### src/mgs_pkg.sv
// Overview of operation
// - Each pad: input, output, alternate function or alarm
// - Input pad read returns live pad level
// - Output pad level writable and read back
// - Alternate pads follow engine, ignore user settings
// - Output pads drive both levels, push-pull
// - Low on transmit-control pad disables transmitter
// - Monitor high while transmitter active, then low
// - Monitor leads 300 ms, lags 500-1000 ms
// - Alarm pad high at alarm, low on clear
// - Buzzer pad outputs square wave tones
// - Indicator pin is inverse of lamp state
// - Search/unregistered: 1 s period, 0.5 s on
// - Registered: 3 s period, 0.3 s on
// - Device off: lamp off; call: lamp on
package mgs_pkg;

    // ------------------------------------------------------------
    // Sizes and pad positions
    // ------------------------------------------------------------
    localparam int NUM_PADS    = 9;
    localparam int TXMON_IDX   = 2;
    localparam int BUZZ_IDX    = 3;
    localparam int TXCTL_IDX   = 6;
    localparam int ADDR_W      = 6;
    localparam int MS_W        = 12;
    localparam int BUZZ_W      = 16;
    localparam int TICK_CNT_W  = 16;
    localparam int NUM_IRQ     = 3;

    // ------------------------------------------------------------
    // Timing
    // ------------------------------------------------------------
    localparam int CLK_PERIOD_NS  = 50;
    localparam int MS_NS          = 1000000;
    localparam int MS_CYCLES_DEF  = MS_NS / CLK_PERIOD_NS;
    localparam logic [MS_W-1:0] TX_LEAD_MS    = 12'd300;
    localparam logic [MS_W-1:0] TX_LAG_MIN_MS = 12'd500;
    localparam logic [MS_W-1:0] TX_LAG_MAX_MS = 12'd1000;
    localparam logic [MS_W-1:0] TX_LAG_MS     =
        MS_W'((TX_LAG_MIN_MS + TX_LAG_MAX_MS) >> 1);
    localparam logic [MS_W-1:0] FAST_PERIOD_MS = 12'd1000;
    localparam logic [MS_W-1:0] FAST_ON_MS     = 12'd500;
    localparam logic [MS_W-1:0] SLOW_PERIOD_MS = 12'd3000;
    localparam logic [MS_W-1:0] SLOW_ON_MS     = 12'd300;

    // ------------------------------------------------------------
    // Register map (byte addresses)
    // ------------------------------------------------------------
    localparam logic [ADDR_W-1:0] REG_MODE      = 6'h00;
    localparam logic [ADDR_W-1:0] REG_OUT       = 6'h04;
    localparam logic [ADDR_W-1:0] REG_IN        = 6'h08;
    localparam logic [ADDR_W-1:0] REG_ALARM_CLR = 6'h0c;
    localparam logic [ADDR_W-1:0] REG_BUZZ_CTRL = 6'h10;
    localparam logic [ADDR_W-1:0] REG_BUZZ_LEN  = 6'h14;
    localparam logic [ADDR_W-1:0] REG_IRQ_STAT  = 6'h18;
    localparam logic [ADDR_W-1:0] REG_IRQ_CLR   = 6'h1c;
    localparam logic [ADDR_W-1:0] REG_IRQ_EN    = 6'h20;
    localparam logic [ADDR_W-1:0] REG_ENGINE    = 6'h24;

    // Field positions
    localparam int BUZZ_ON_BIT   = 0;
    localparam int BUZZ_HALF_LSB = 16;
    localparam int IRQ_ALARM     = 0;
    localparam int IRQ_TXDIS     = 1;
    localparam int IRQ_TXEND     = 2;
    localparam int ENG_TXMON     = 0;
    localparam int ENG_TXDIS     = 1;
    localparam int ENG_ALARM     = 2;
    localparam int ENG_LED       = 3;
    localparam int ENG_GRANT     = 4;

    localparam logic [1:0] RESP_OKAY   = 2'h0;
    localparam logic [1:0] RESP_SLVERR = 2'h2;
    localparam logic       LED_PIN_RST = 1'h1;

    // ------------------------------------------------------------
    // Types
    // ------------------------------------------------------------
    typedef enum logic [1:0] {
        PM_IN    = 2'b00,
        PM_OUT   = 2'b01,
        PM_ALT   = 2'b10,
        PM_ALARM = 2'b11
    } mgs_pad_mode_e;

    typedef enum logic [1:0] {
        NS_OFF    = 2'b00,
        NS_SEARCH = 2'b01,
        NS_REG    = 2'b10,
        NS_CALL   = 2'b11
    } mgs_net_e;

    typedef enum logic [1:0] {
        TXM_IDLE   = 2'b00,
        TXM_LEAD   = 2'b01,
        TXM_ACTIVE = 2'b10,
        TXM_LAG    = 2'b11
    } mgs_txm_e;

    typedef struct packed {
        logic     tx_req;
        logic     tx_burst;
        logic     alarm_due;
        logic     tone_event;
        mgs_net_e net_state;
    } mgs_eng_in_s;

    typedef struct packed {
        logic tx_grant;
        logic tx_disable;
    } mgs_eng_out_s;

    typedef struct packed {
        logic [NUM_PADS-1:0] out;
        logic [NUM_PADS-1:0] oe;
    } mgs_pad_drv_s;

endpackage

### src/mgs_ms_tick.sv
`timescale 1ns/1ps
module mgs_ms_tick
    import mgs_pkg::*;
#(
    parameter int MS_CYCLES = MS_CYCLES_DEF
) (
    // Clock, reset and enable
    input  wire logic ref_clk,
    input  wire logic rst_b,
    input  wire logic ce,
    // Tick
    output logic      ms_tick
);

    typedef struct packed {
        logic [TICK_CNT_W-1:0] cnt;
        logic                  tick;
    } mgs_tick_s;

    localparam logic [TICK_CNT_W-1:0] LAST =
        TICK_CNT_W'(MS_CYCLES - 1);

    mgs_tick_s q;
    mgs_tick_s d;

    always_comb begin
        d      = q;
        d.tick = 1'b0;
        if (q.cnt >= LAST) begin
            d.cnt  = '0;
            d.tick = 1'b1;
        end else begin
            d.cnt = q.cnt + 1'b1;
        end
    end

    always_ff @(posedge ref_clk or negedge rst_b) begin
        if (!rst_b) begin
            q <= '0;
        end else if (ce) begin
            q <= d;
        end
    end

    assign ms_tick = q.tick;

endmodule

### src/mgs_gpio_top.sv
// Added by the designer: the placing of the registers and the AXI4-Lite interface to the registers.
`timescale 1ns/1ps
module mgs_gpio_top
    import mgs_pkg::*;
#(
    parameter int MS_CYCLES = MS_CYCLES_DEF
) (
    // Clock, reset, enable
    input  wire logic                ref_clk,
    input  wire logic                rst_b,
    input  wire logic                ce,
    // AXI4-Lite write address
    input  wire logic                axi_awvalid,
    output logic                     axi_awready,
    input  wire logic [ADDR_W-1:0]   axi_awaddr,
    // AXI4-Lite write data
    input  wire logic                axi_wvalid,
    output logic                     axi_wready,
    input  wire logic [31:0]         axi_wdata,
    input  wire logic [3:0]          axi_wstrb,
    // AXI4-Lite write response
    output logic                     axi_bvalid,
    input  wire logic                axi_bready,
    output logic [1:0]               axi_bresp,
    // AXI4-Lite read
    input  wire logic                axi_arvalid,
    output logic                     axi_arready,
    input  wire logic [ADDR_W-1:0]   axi_araddr,
    output logic                     axi_rvalid,
    input  wire logic                axi_rready,
    output logic [31:0]              axi_rdata,
    output logic [1:0]               axi_rresp,
    // Pads
    input  wire logic [NUM_PADS-1:0] pad_in,
    output mgs_pad_drv_s             pad_drv,
    // Engine side
    input  wire mgs_eng_in_s         eng_in,
    output mgs_eng_out_s             eng_out,
    // Indicator and interrupt
    output logic                     network_status_indicator,
    output logic                     irq
);

    // ------------------------------------------------------------
    // State
    // ------------------------------------------------------------
    typedef struct packed {
        mgs_pad_mode_e [NUM_PADS-1:0] mode;
        logic [NUM_PADS-1:0]          out_lvl;
        mgs_pad_drv_s                 drv;
        logic                         alarm;
        mgs_txm_e                     txm;
        logic [MS_W-1:0]              txm_cnt;
        logic                         tx_grant;
        logic                         tx_disable;
        logic                         buzz_on;
        logic [BUZZ_W-1:0]            buzz_half;
        logic [MS_W-1:0]              buzz_len;
        logic [MS_W-1:0]              buzz_left;
        logic [BUZZ_W-1:0]            buzz_cnt;
        logic                         buzz_lvl;
        mgs_net_e                     net_prev;
        logic [MS_W-1:0]              led_phase;
        logic                         led_pin;
        logic [NUM_IRQ-1:0]           irq_stat;
        logic [NUM_IRQ-1:0]           irq_en;
        logic                         irq;
        logic                         aw_full;
        logic [ADDR_W-1:0]            aw_addr;
        logic                         w_full;
        logic [31:0]                  w_data;
        logic [3:0]                   w_strb;
        logic                         awready;
        logic                         wready;
        logic                         bvalid;
        logic [1:0]                   bresp;
        logic                         arready;
        logic                         rvalid;
        logic [31:0]                  rdata;
        logic [1:0]                   rresp;
    } mgs_state_s;

    mgs_state_s q;
    mgs_state_s d;
    logic       ms_tick;

    // ------------------------------------------------------------
    // Millisecond timebase
    // ------------------------------------------------------------
    mgs_ms_tick #(
        .MS_CYCLES (MS_CYCLES)
    ) u_tick (
        .ref_clk (ref_clk),
        .rst_b   (rst_b),
        .ce      (ce),
        .ms_tick (ms_tick)
    );

    // ------------------------------------------------------------
    // Helpers
    // ------------------------------------------------------------
    function automatic logic [31:0] merge(input logic [31:0] old_v,
                                          input logic [31:0] new_v,
                                          input logic [3:0]  strb);
        logic [31:0] m;
        m = {{8{strb[3]}}, {8{strb[2]}}, {8{strb[1]}}, {8{strb[0]}}};
        return (old_v & ~m) | (new_v & m);
    endfunction

    function automatic logic reg_known(input logic [ADDR_W-1:0] a);
        case ({a[ADDR_W-1:2], 2'b00})
            REG_MODE, REG_OUT, REG_IN, REG_ALARM_CLR, REG_BUZZ_CTRL,
            REG_BUZZ_LEN, REG_IRQ_STAT, REG_IRQ_CLR, REG_IRQ_EN,
            REG_ENGINE: return 1'b1;
            default:    return 1'b0;
        endcase
    endfunction

    function automatic logic [MS_W-1:0] blink_period(input mgs_net_e n);
        case (n)
            NS_SEARCH: return FAST_PERIOD_MS;
            NS_REG:    return SLOW_PERIOD_MS;
            default:   return FAST_PERIOD_MS;
        endcase
    endfunction

    // Lamp state, before inversion onto the pin
    function automatic logic lamp_on(input mgs_net_e        n,
                                     input logic [MS_W-1:0] ph);
        case (n)
            NS_OFF:    return 1'b0;
            NS_SEARCH: return ph < FAST_ON_MS;
            NS_REG:    return ph < SLOW_ON_MS;
            NS_CALL:   return 1'b1;
            default:   return 1'b0;
        endcase
    endfunction

    // ------------------------------------------------------------
    // Next state
    // ------------------------------------------------------------
    logic [31:0]         wr_word;
    logic [31:0]         rd_word;
    logic [ADDR_W-1:0]   wr_a;
    logic [ADDR_W-1:0]   rd_a;
    logic                do_write;
    logic                alarm_clr;
    logic [NUM_IRQ-1:0]  irq_clr;
    logic [NUM_IRQ-1:0]  irq_ev;
    logic [31:0]         mode_word;
    logic                buzz_act;
    logic                lamp;

    always_comb begin
        d         = q;
        alarm_clr = 1'b0;
        irq_clr   = '0;
        irq_ev    = '0;
        wr_word   = '0;
        rd_word   = '0;
        mode_word = '0;
        wr_a      = {q.aw_addr[ADDR_W-1:2], 2'b00};
        rd_a      = {axi_araddr[ADDR_W-1:2], 2'b00};
        for (int i = 0; i < NUM_PADS; i++) begin
            mode_word[2*i +: 2] = q.mode[i];
        end

        // Write channels taken in either order
        if (axi_awvalid && q.awready) begin
            d.aw_full = 1'b1;
            d.aw_addr = axi_awaddr;
        end
        if (axi_wvalid && q.wready) begin
            d.w_full = 1'b1;
            d.w_data = axi_wdata;
            d.w_strb = axi_wstrb;
        end
        if (q.bvalid && axi_bready) begin
            d.bvalid = 1'b0;
        end

        do_write = q.aw_full && q.w_full && !q.bvalid;
        if (do_write) begin
            d.aw_full = 1'b0;
            d.w_full  = 1'b0;
            d.bvalid  = 1'b1;
            d.bresp   = reg_known(q.aw_addr) ? RESP_OKAY : RESP_SLVERR;
            case (wr_a)
                REG_MODE: begin
                    wr_word = merge(mode_word, q.w_data, q.w_strb);
                    for (int i = 0; i < NUM_PADS; i++) begin
                        d.mode[i] = mgs_pad_mode_e'(wr_word[2*i +: 2]);
                    end
                end
                REG_OUT: begin
                    wr_word = merge(32'(q.out_lvl), q.w_data, q.w_strb);
                    d.out_lvl = wr_word[NUM_PADS-1:0];
                end
                REG_ALARM_CLR: begin
                    alarm_clr = q.w_strb[0] & q.w_data[0];
                end
                REG_BUZZ_CTRL: begin
                    wr_word = merge({q.buzz_half, 15'h0000, q.buzz_on},
                                    q.w_data, q.w_strb);
                    d.buzz_on   = wr_word[BUZZ_ON_BIT];
                    d.buzz_half = wr_word[BUZZ_HALF_LSB +: BUZZ_W];
                end
                REG_BUZZ_LEN: begin
                    wr_word = merge(32'(q.buzz_len), q.w_data, q.w_strb);
                    d.buzz_len = wr_word[MS_W-1:0];
                end
                REG_IRQ_CLR: begin
                    irq_clr = q.w_strb[0] ? q.w_data[NUM_IRQ-1:0] : '0;
                end
                REG_IRQ_EN: begin
                    wr_word = merge(32'(q.irq_en), q.w_data, q.w_strb);
                    d.irq_en = wr_word[NUM_IRQ-1:0];
                end
                default: begin
                end
            endcase
        end

        // Read channel
        if (q.rvalid && axi_rready) begin
            d.rvalid = 1'b0;
        end
        if (axi_arvalid && q.arready) begin
            case (rd_a)
                REG_MODE: rd_word = mode_word;
                REG_OUT:  rd_word = 32'(q.out_lvl);
                REG_IN: begin
                    for (int i = 0; i < NUM_PADS; i++) begin
                        rd_word[i] = (q.mode[i] == PM_IN) & pad_in[i];
                    end
                end
                REG_BUZZ_CTRL: rd_word = {q.buzz_half, 15'h0000, q.buzz_on};
                REG_BUZZ_LEN:  rd_word = 32'(q.buzz_len);
                REG_IRQ_STAT:  rd_word = 32'(q.irq_stat);
                REG_IRQ_EN:    rd_word = 32'(q.irq_en);
                REG_ENGINE: begin
                    rd_word[ENG_TXMON] = q.txm != TXM_IDLE;
                    rd_word[ENG_TXDIS] = q.tx_disable;
                    rd_word[ENG_ALARM] = q.alarm;
                    rd_word[ENG_LED]   = q.led_pin;
                    rd_word[ENG_GRANT] = q.tx_grant;
                end
                default: rd_word = '0;
            endcase
            d.rvalid = 1'b1;
            d.rdata  = rd_word;
            d.rresp  = reg_known(axi_araddr) ? RESP_OKAY : RESP_SLVERR;
        end

        // --------------------------------------------------------
        // Alarm: a new alarm wins over a clear in the same cycle
        // --------------------------------------------------------
        if (eng_in.alarm_due) begin
            d.alarm = 1'b1;
        end else if (alarm_clr) begin
            d.alarm = 1'b0;
        end

        // --------------------------------------------------------
        // Transmit control and monitor
        // --------------------------------------------------------
        d.tx_disable = (q.mode[TXCTL_IDX] == PM_ALT)
                     & ~pad_in[TXCTL_IDX];
        case (q.txm)
            TXM_IDLE: begin
                d.txm_cnt = '0;
                if (eng_in.tx_req) begin
                    d.txm = TXM_LEAD;
                end
            end
            TXM_LEAD: begin
                // Bursts held back until the monitor has led long enough
                if (ms_tick) begin
                    d.txm_cnt = q.txm_cnt + 1'b1;
                end
                if (ms_tick && q.txm_cnt >= TX_LEAD_MS - 1'b1) begin
                    d.txm     = TXM_ACTIVE;
                    d.txm_cnt = '0;
                end
            end
            TXM_ACTIVE: begin
                d.txm_cnt = '0;
                if (!eng_in.tx_req) begin
                    d.txm = TXM_LAG;
                end
            end
            TXM_LAG: begin
                if (eng_in.tx_req) begin
                    d.txm = TXM_ACTIVE;
                end else if (eng_in.tx_burst) begin
                    d.txm_cnt = '0;
                end else if (ms_tick) begin
                    d.txm_cnt = q.txm_cnt + 1'b1;
                    if (q.txm_cnt >= TX_LAG_MS - 1'b1) begin
                        d.txm = TXM_IDLE;
                    end
                end
            end
            default: d.txm = TXM_IDLE;
        endcase
        d.tx_grant = (d.txm == TXM_ACTIVE) && !d.tx_disable;

        // --------------------------------------------------------
        // Buzzer tone generator
        // --------------------------------------------------------
        if (eng_in.tone_event) begin
            d.buzz_left = q.buzz_len;
        end else if (ms_tick && q.buzz_left != '0) begin
            d.buzz_left = q.buzz_left - 1'b1;
        end
        buzz_act = (q.buzz_on || q.buzz_left != '0) && q.buzz_half != '0;
        if (!buzz_act) begin
            d.buzz_cnt = '0;
            d.buzz_lvl = 1'b0;
        end else if (q.buzz_cnt >= q.buzz_half - 1'b1) begin
            d.buzz_cnt = '0;
            d.buzz_lvl = ~q.buzz_lvl;
        end else begin
            d.buzz_cnt = q.buzz_cnt + 1'b1;
        end

        // --------------------------------------------------------
        // Network status indicator
        // --------------------------------------------------------
        d.net_prev = eng_in.net_state;
        if (eng_in.net_state != q.net_prev) begin
            d.led_phase = '0;
        end else if (ms_tick) begin
            if (q.led_phase >= blink_period(q.net_prev) - 1'b1) begin
                d.led_phase = '0;
            end else begin
                d.led_phase = q.led_phase + 1'b1;
            end
        end
        lamp      = lamp_on(q.net_prev, q.led_phase);
        d.led_pin = ~lamp;

        // --------------------------------------------------------
        // Pad drivers
        // --------------------------------------------------------
        for (int i = 0; i < NUM_PADS; i++) begin
            d.drv.out[i] = 1'b0;
            d.drv.oe[i]  = 1'b0;
            case (q.mode[i])
                PM_IN: begin
                end
                PM_OUT: begin
                    d.drv.out[i] = q.out_lvl[i];
                    d.drv.oe[i]  = 1'b1;
                end
                PM_ALARM: begin
                    d.drv.out[i] = q.alarm;
                    d.drv.oe[i]  = 1'b1;
                end
                PM_ALT: begin
                    // Engine owns the pad, user level is ignored
                    if (i == TXMON_IDX) begin
                        d.drv.out[i] = q.txm != TXM_IDLE;
                        d.drv.oe[i]  = 1'b1;
                    end else if (i == BUZZ_IDX) begin
                        d.drv.out[i] = q.buzz_lvl;
                        d.drv.oe[i]  = 1'b1;
                    end
                end
                default: begin
                end
            endcase
        end

        // --------------------------------------------------------
        // Interrupts: an event beats a clear in the same cycle
        // --------------------------------------------------------
        irq_ev[IRQ_ALARM] = eng_in.alarm_due;
        irq_ev[IRQ_TXDIS] = d.tx_disable & ~q.tx_disable;
        irq_ev[IRQ_TXEND] = (q.txm == TXM_LAG) && (d.txm == TXM_IDLE);
        d.irq_stat = (q.irq_stat & ~irq_clr) | irq_ev;
        d.irq      = |(d.irq_stat & d.irq_en);

        // Bus readiness follows buffer and response occupancy
        d.awready = !d.aw_full && !d.bvalid;
        d.wready  = !d.w_full && !d.bvalid;
        d.arready = !d.rvalid;
    end

    always_ff @(posedge ref_clk or negedge rst_b) begin
        if (!rst_b) begin
            q         <= '0;
            q.led_pin <= LED_PIN_RST;
        end else if (ce) begin
            q <= d;
        end
    end

    // ------------------------------------------------------------
    // Outputs, all straight from state flops
    // ------------------------------------------------------------
    assign axi_awready              = q.awready;
    assign axi_wready               = q.wready;
    assign axi_bvalid               = q.bvalid;
    assign axi_bresp                = q.bresp;
    assign axi_arready              = q.arready;
    assign axi_rvalid               = q.rvalid;
    assign axi_rdata                = q.rdata;
    assign axi_rresp                = q.rresp;
    assign pad_drv                  = q.drv;
    assign eng_out.tx_grant         = q.tx_grant;
    assign eng_out.tx_disable       = q.tx_disable;
    assign network_status_indicator = q.led_pin;
    assign irq                      = q.irq;

endmodule

### config.mk
export PLATFORM = sky130hd
export DESIGN_NAME = mgs_gpio_top
export DESIGN_NICKNAME = d
export VERILOG_FILES = /design/src/mgs_pkg.sv /design/src/mgs_ms_tick.sv /design/src/mgs_gpio_top.sv
export SDC_FILE = /design/constraint.sdc
export NUM_CORES = 1
export LEC_CHECK = 0
export BUFFER_PORTS_ARGS = -buffer_cell sky130_fd_sc_hd__buf_4
export CAP_MARGIN = 40
export CORE_UTILIZATION = 28
export CTS_BUF_LIST = sky130_fd_sc_hd__clkbuf_4 sky130_fd_sc_hd__clkbuf_8
export DETAILED_ROUTE_END_ITERATION = 16
export GPL_TIMING_DRIVEN = 0
export MAX_ROUTING_LAYER = met4
export PLACE_DENSITY = 0.5
export SYNTH_ARGS = -nofsm -noshare
export SYNTH_HDL_FRONTEND = slang
export SYNTH_HIERARCHICAL = 1
export SYNTH_SLANG_ARGS = --single-unit
### constraint.sdc
create_clock -name ref_clk -period 5.17 [get_ports ref_clk]
set_input_delay 0.2585 -clock ref_clk [delete_from_list [all_inputs] [get_ports ref_clk]]
set_output_delay 0.2585 -clock ref_clk [all_outputs]
set_load 0.01 [all_outputs]
## Word-level counts from Yosys, hierarchy flattened

Cells that the tools add are included.

| operators by class | value |
|---|---|
| add/sub/neg operators | 7 |
| $mul | 0 |
| divide/modulo/power cells | 0 |
| magnitude comparators | 7 |
| eq/ne operators | 51 |
| shift operators | 0 |
| mux-type cells | 69 |
| bitwise operators | 32 |
| reductions and logical operators | 66 |

Operators by type and width:

| kind | number |
|---|---|
| $mux W12 | 11 |
| $pmux W23 S3 | 1 |
| $and A32 B32 Y32 | 2 |
| $pmux W14 S4 | 1 |
| $pmux W5 S8 | 1 |
| $mux W37 | 1 |
| $mux W35 | 1 |
| $eq A2 B2 Y1 const B | 17 |
| $add A16 B1 Y16 const B | 2 |
| $eq A4 B3 Y1 const B | 8 |
| $mux W16 | 2 |
| $not A32 Y32 | 1 |
| $or A32 B32 Y32 | 1 |
| $mux W14 | 2 |
| $add A12 B1 Y12 const B | 2 |
| $logic_not A2 Y1 | 12 |
| $lt A12 B9 Y1 const B | 2 |
| $sub A12 B1 Y12 const B | 2 |
| $mux W1 | 23 |
| $eq A2 B1 Y1 const B | 11 |
| $reduce_or A10 Y1 | 2 |
| $and A18 B18 Y18 | 1 |
| $mux W3 | 6 |
| $or A18 B18 Y18 | 1 |
| 41 further kinds | 119 |

| word-level totals | value |
|---|---|
| register bits after elaboration | 244 |
| bits in latches | 0 |
| memory bits (writable) | 0 |
| bits in read-only memories | 0 |
| bits of input ports | 71 |
| output and inout bits | 63 |
| word-level logic and storage cells | 276 |
| memories | 0 |

## Logic depth before layout (Yosys ltp)

| logic depth | value |
|---|---|
| word-level depth | 11 |
| depth in mapped cells | 13 |
| gate-level depth less buffers | 12 |

## Hierarchy

The synthesis kept the hierarchy.

Modules (own cells, without submodules):

| module | instances | cells each | area each (um^2) | seq. area each (um^2) |
|---|---|---|---|---|
| mgs_gpio_top | 1 | 1063 | 11253.3 | 5581.6 |
| mgs_ms_tick | 1 | 90 | 853.3 | 425.4 |

## Worst setup path before layout

No wires, ideal clock.

| timing path | value |
|---|---|
| path type | register to register |
| start | reg with a tool-made name |
| end | reg q[117] (netlist bit) |
| setup time | 0.116 ns |
| data arrival time | 3.045 ns |
| data required time | 5.054 ns |
| setup slack | 2.009 ns |
| stages on the path, launching flop included | 11 |
| path buffers | 0 |
| clock period less this slack | 3.161 ns |
| cell sequence | dfrtp_1 or4_1 or3_1 nor2_1 xnor2_1 ha_1 a21oi_1 nor2_1 a2111oi_2 nand3_1 o311ai_0 |

RTL lines:

| element | line | source |
|---|---|---|
| to (decl) | mgs_gpio_top.sv:83 | `mgs_state_s q;` |

==> reports/metrics.cfg <==
[grt]
grt_overflow=0
grt_pass1_vias=9435
grt_pass1_wl_mm=54.8
grt_max_degree=118
track_usage=0.167
antenna_found_initial=1

[min_path]
min_to=q[179]
hold_class=primary input to flip-flop
min_from=eng_in[5]
whs_path_depth=3

[cts]
htreeDepth=2
clk_pin_slew_ns=0.06
cts_tree=yes
cts_resized=0
cts_root_buf=clkbuf_8
clkLatencyLatePin_ns=0.57
cts_buffers=43
clock_path_buffers=3
cts.sink_count=240

[die]
io_pins=134
core_um2=42300
die_y_um=210
placementRows=75
dieArea_um2=44100
initial_core_util=0.286
die_w_um=210

[sta]
fin_crit_sh=0.725
whs_ns=0.0554
setup_viol=0
tns_ns=0
slew_headroom=0.404
finalHoldViolations=0
finalCriticalPeriod_ns=3.75
tightest_slew_ns=0.887
fmax_mhz=267
slew_violations=0
rsz0062_at_grt=false
fin_skew_ns=0.0277

[cells_and_area]
final_util=0.361
multi_input_area_um2=5360
syn_to_final_growth_pct=26.1
seq_area_um2=6010
drive_above_1_share=0.275
nNetsFinal=1479
layoutNonFillerInstCount=1987
fill_cells=4244

[setup_path]
setup.worst_path.end_class=flip-flop
crit_path_max_fanout=8
start_kind=flip-flop
r2r_cells=12
crit_required_ns=5.61
arrival_ns=4.18
path_class=flip-flop to flip-flop
reg2reg_slack_ns=1.42
r2r_end=q[119]

[yosys]
syn_inst=1153
yosysUniqueCellTypes=72
yosys.area.top_type=dfrtp_1
ys.flop_type=dfrtp_1
netlist.area_leader.share=0.494
async_flop_share=1.00
synthTopCellsByArea=dfrtp_1 (49%), mux2_2 (9.3%), buf_4 (3.5%), nor2_1 (3.0%), ha_1 (2.9%)
syn_area_um2=12100
synth_edf_count=0
yosysSeqAreaShare=0.496
yosys_warnings=6
syn_area_per_cell_um2=10.5
ys_ff_latch=240

[run_status]
run_status=finished clean

[placed_design]
place_congestion=0.852
dp_cells=1865
io_buffers=126
hpwl_mm=25.6

[detailed_routing]
wl_per_cell_um=17.9
ant_nets=0
avgViaCountPerCell=4.81
first_pass_iters=5
first_iter_violations=526
routed_wl_mm=35.5
drc=0
via_count=9567

[pwr]
power_mw=7.23
power.density_nw_per_um2=474
max-vdd-ir-drop_mv=0.310
power.leakage_nw=7.02

[flow_run]
drv_cap=0

-- Yosys cell counts, drive strengths merged (3+ instances only) --
cell and number:
dfrtp 239, mux2 101, nor2 96, nand2 90, buf 68, o21ai 62, nand3 45, inv 44
a21oi 42, a22o 29, clkbuf 29, ha 28, xnor2 24, xor2 22, nor3 21, nor4 20
nand4 15, o22ai 15, mux2i 13, a22oi 12, and3 11, a31oi 10, nand2b 10, o2bb2ai 10
nor2b 8, o211ai 7, a32oi 6, nor3b 6, o21a 6, a211oi 5, a21boi 4, a21o 4
nor4b 4, o311ai 4, or4 4, and4 3, or3 3, or3b 3
-- timing repair --
| item | CTS | global route |
|---|---|---|
| hold buffers | 47 | 0 |
| hold endpoints to repair | 169 | 0 |
| setup buffers | 0 | 0 |
-- cell type report --
| cell class | instances | area share |
|---|---|---|
| inverters | 44 | 0.0108 |
| flip-flops and latches | 240 | 0.393 |
| repair buffers | 181 | 0.0996 |
| diodes | 1 | 0.000164 |
| plain buffers | 97 | 0.0382 |
| clock buffers | 70 | 0.0578 |
| multi-input cells | 773 | 0.351 |
| well taps | 577 | 0.0473 |
| clock inverters | 4 | 0.00172 |
-- routing by layer --
layer	track usage	wire (um)
met5	-	0
met4	0.0493	894
met3	0.0246	1360
met2	0.262	16400
met1	0.223	16800
-- stage by stage --
step,setup slack (ns),instance area (um^2)
global route,0.910,15300
CTS,1.39,15300
finish,1.42,15300
detailed placement,1.47,13900
global placement,1.47,13800
floorplan,2.01,12100
-- cells in the final DEF (no fill, tap or decap), types with 11 or more instances in the layout --
cell / synthesis / final
clkbuf_1: 29 / 29
xnor2_1: 24 / 24
inv_1: 44 / 44
nand2_1: 90 / 90
dfrtp_1: 239 / 239
a21oi_1: 41 / 41
mux2_2: 100 / 100
a22o_1: 29 / 29
xor2_1: 22 / 22
a22oi_1: 12 / 12
o21ai_0: 61 / 61
nor2_1: 96 / 96
ha_1: 28 / 28
nor4_1: 20 / 19
buf_4: 57 / 183
nand4_1: 15 / 15
nor3_1: 20 / 20
mux2i_1: 13 / 13
clkbuf_4: 0 / 13
and3_1: 11 / 11
dlygate4sd3_1: 0 / 47
o22ai_1: 15 / 15
clkbuf_8: 0 / 57
nand3_1: 43 / 43
-- worst max-delay path: stages (launching register included) --
cell      delay, ns
dfrtp_1        0.45
nor4_1         0.51
nor2b_1        0.23
nand2_1        0.17
nor3_1         0.22
xnor2_1        0.16
ha_1           0.27
a21o_1         0.16
nand3_1        0.09
nand3_1        0.07
o21ai_0        0.48
nand3_1        0.39
o311ai_0       0.41
-- how the worst max path moves through the flow --
stage / end / slack (ns) / cells after the start
3_3_place_gp: axi_rdata[26] / 1.47 / 6
5_1_grt: q[119] / 0.91 / 12
6_report: q[119] / 1.42 / 12
3_5_place_dp: q[119] / 1.47 / 12
4_1_cts: q[119] / 1.39 / 12
2_1_floorplan: q[117] / 2.01 / 10
-- power breakdown --
group / internal (mW) / leakage [nW] / switching, mW
registers: 2.34 / 3.16 / 0.471
clock network: 1.07 / 0.487 / 0.795
logic: 1.23 / 3.37 / 1.33
total: 4.63 / 7.02 / 2.60
-- logic make-up after synthesis --
logic type,count (synthesis),synth area share
mux,115,0.107
fa+ha+maj,28,0.0289
buf+inv,141,0.0618
xor+xnor,46,0.0333
other cells,1,0.000310
compound gates,236,0.133
simple gates,346,0.139
flops,240,0.496
Power figures use the tool's default switching activity.
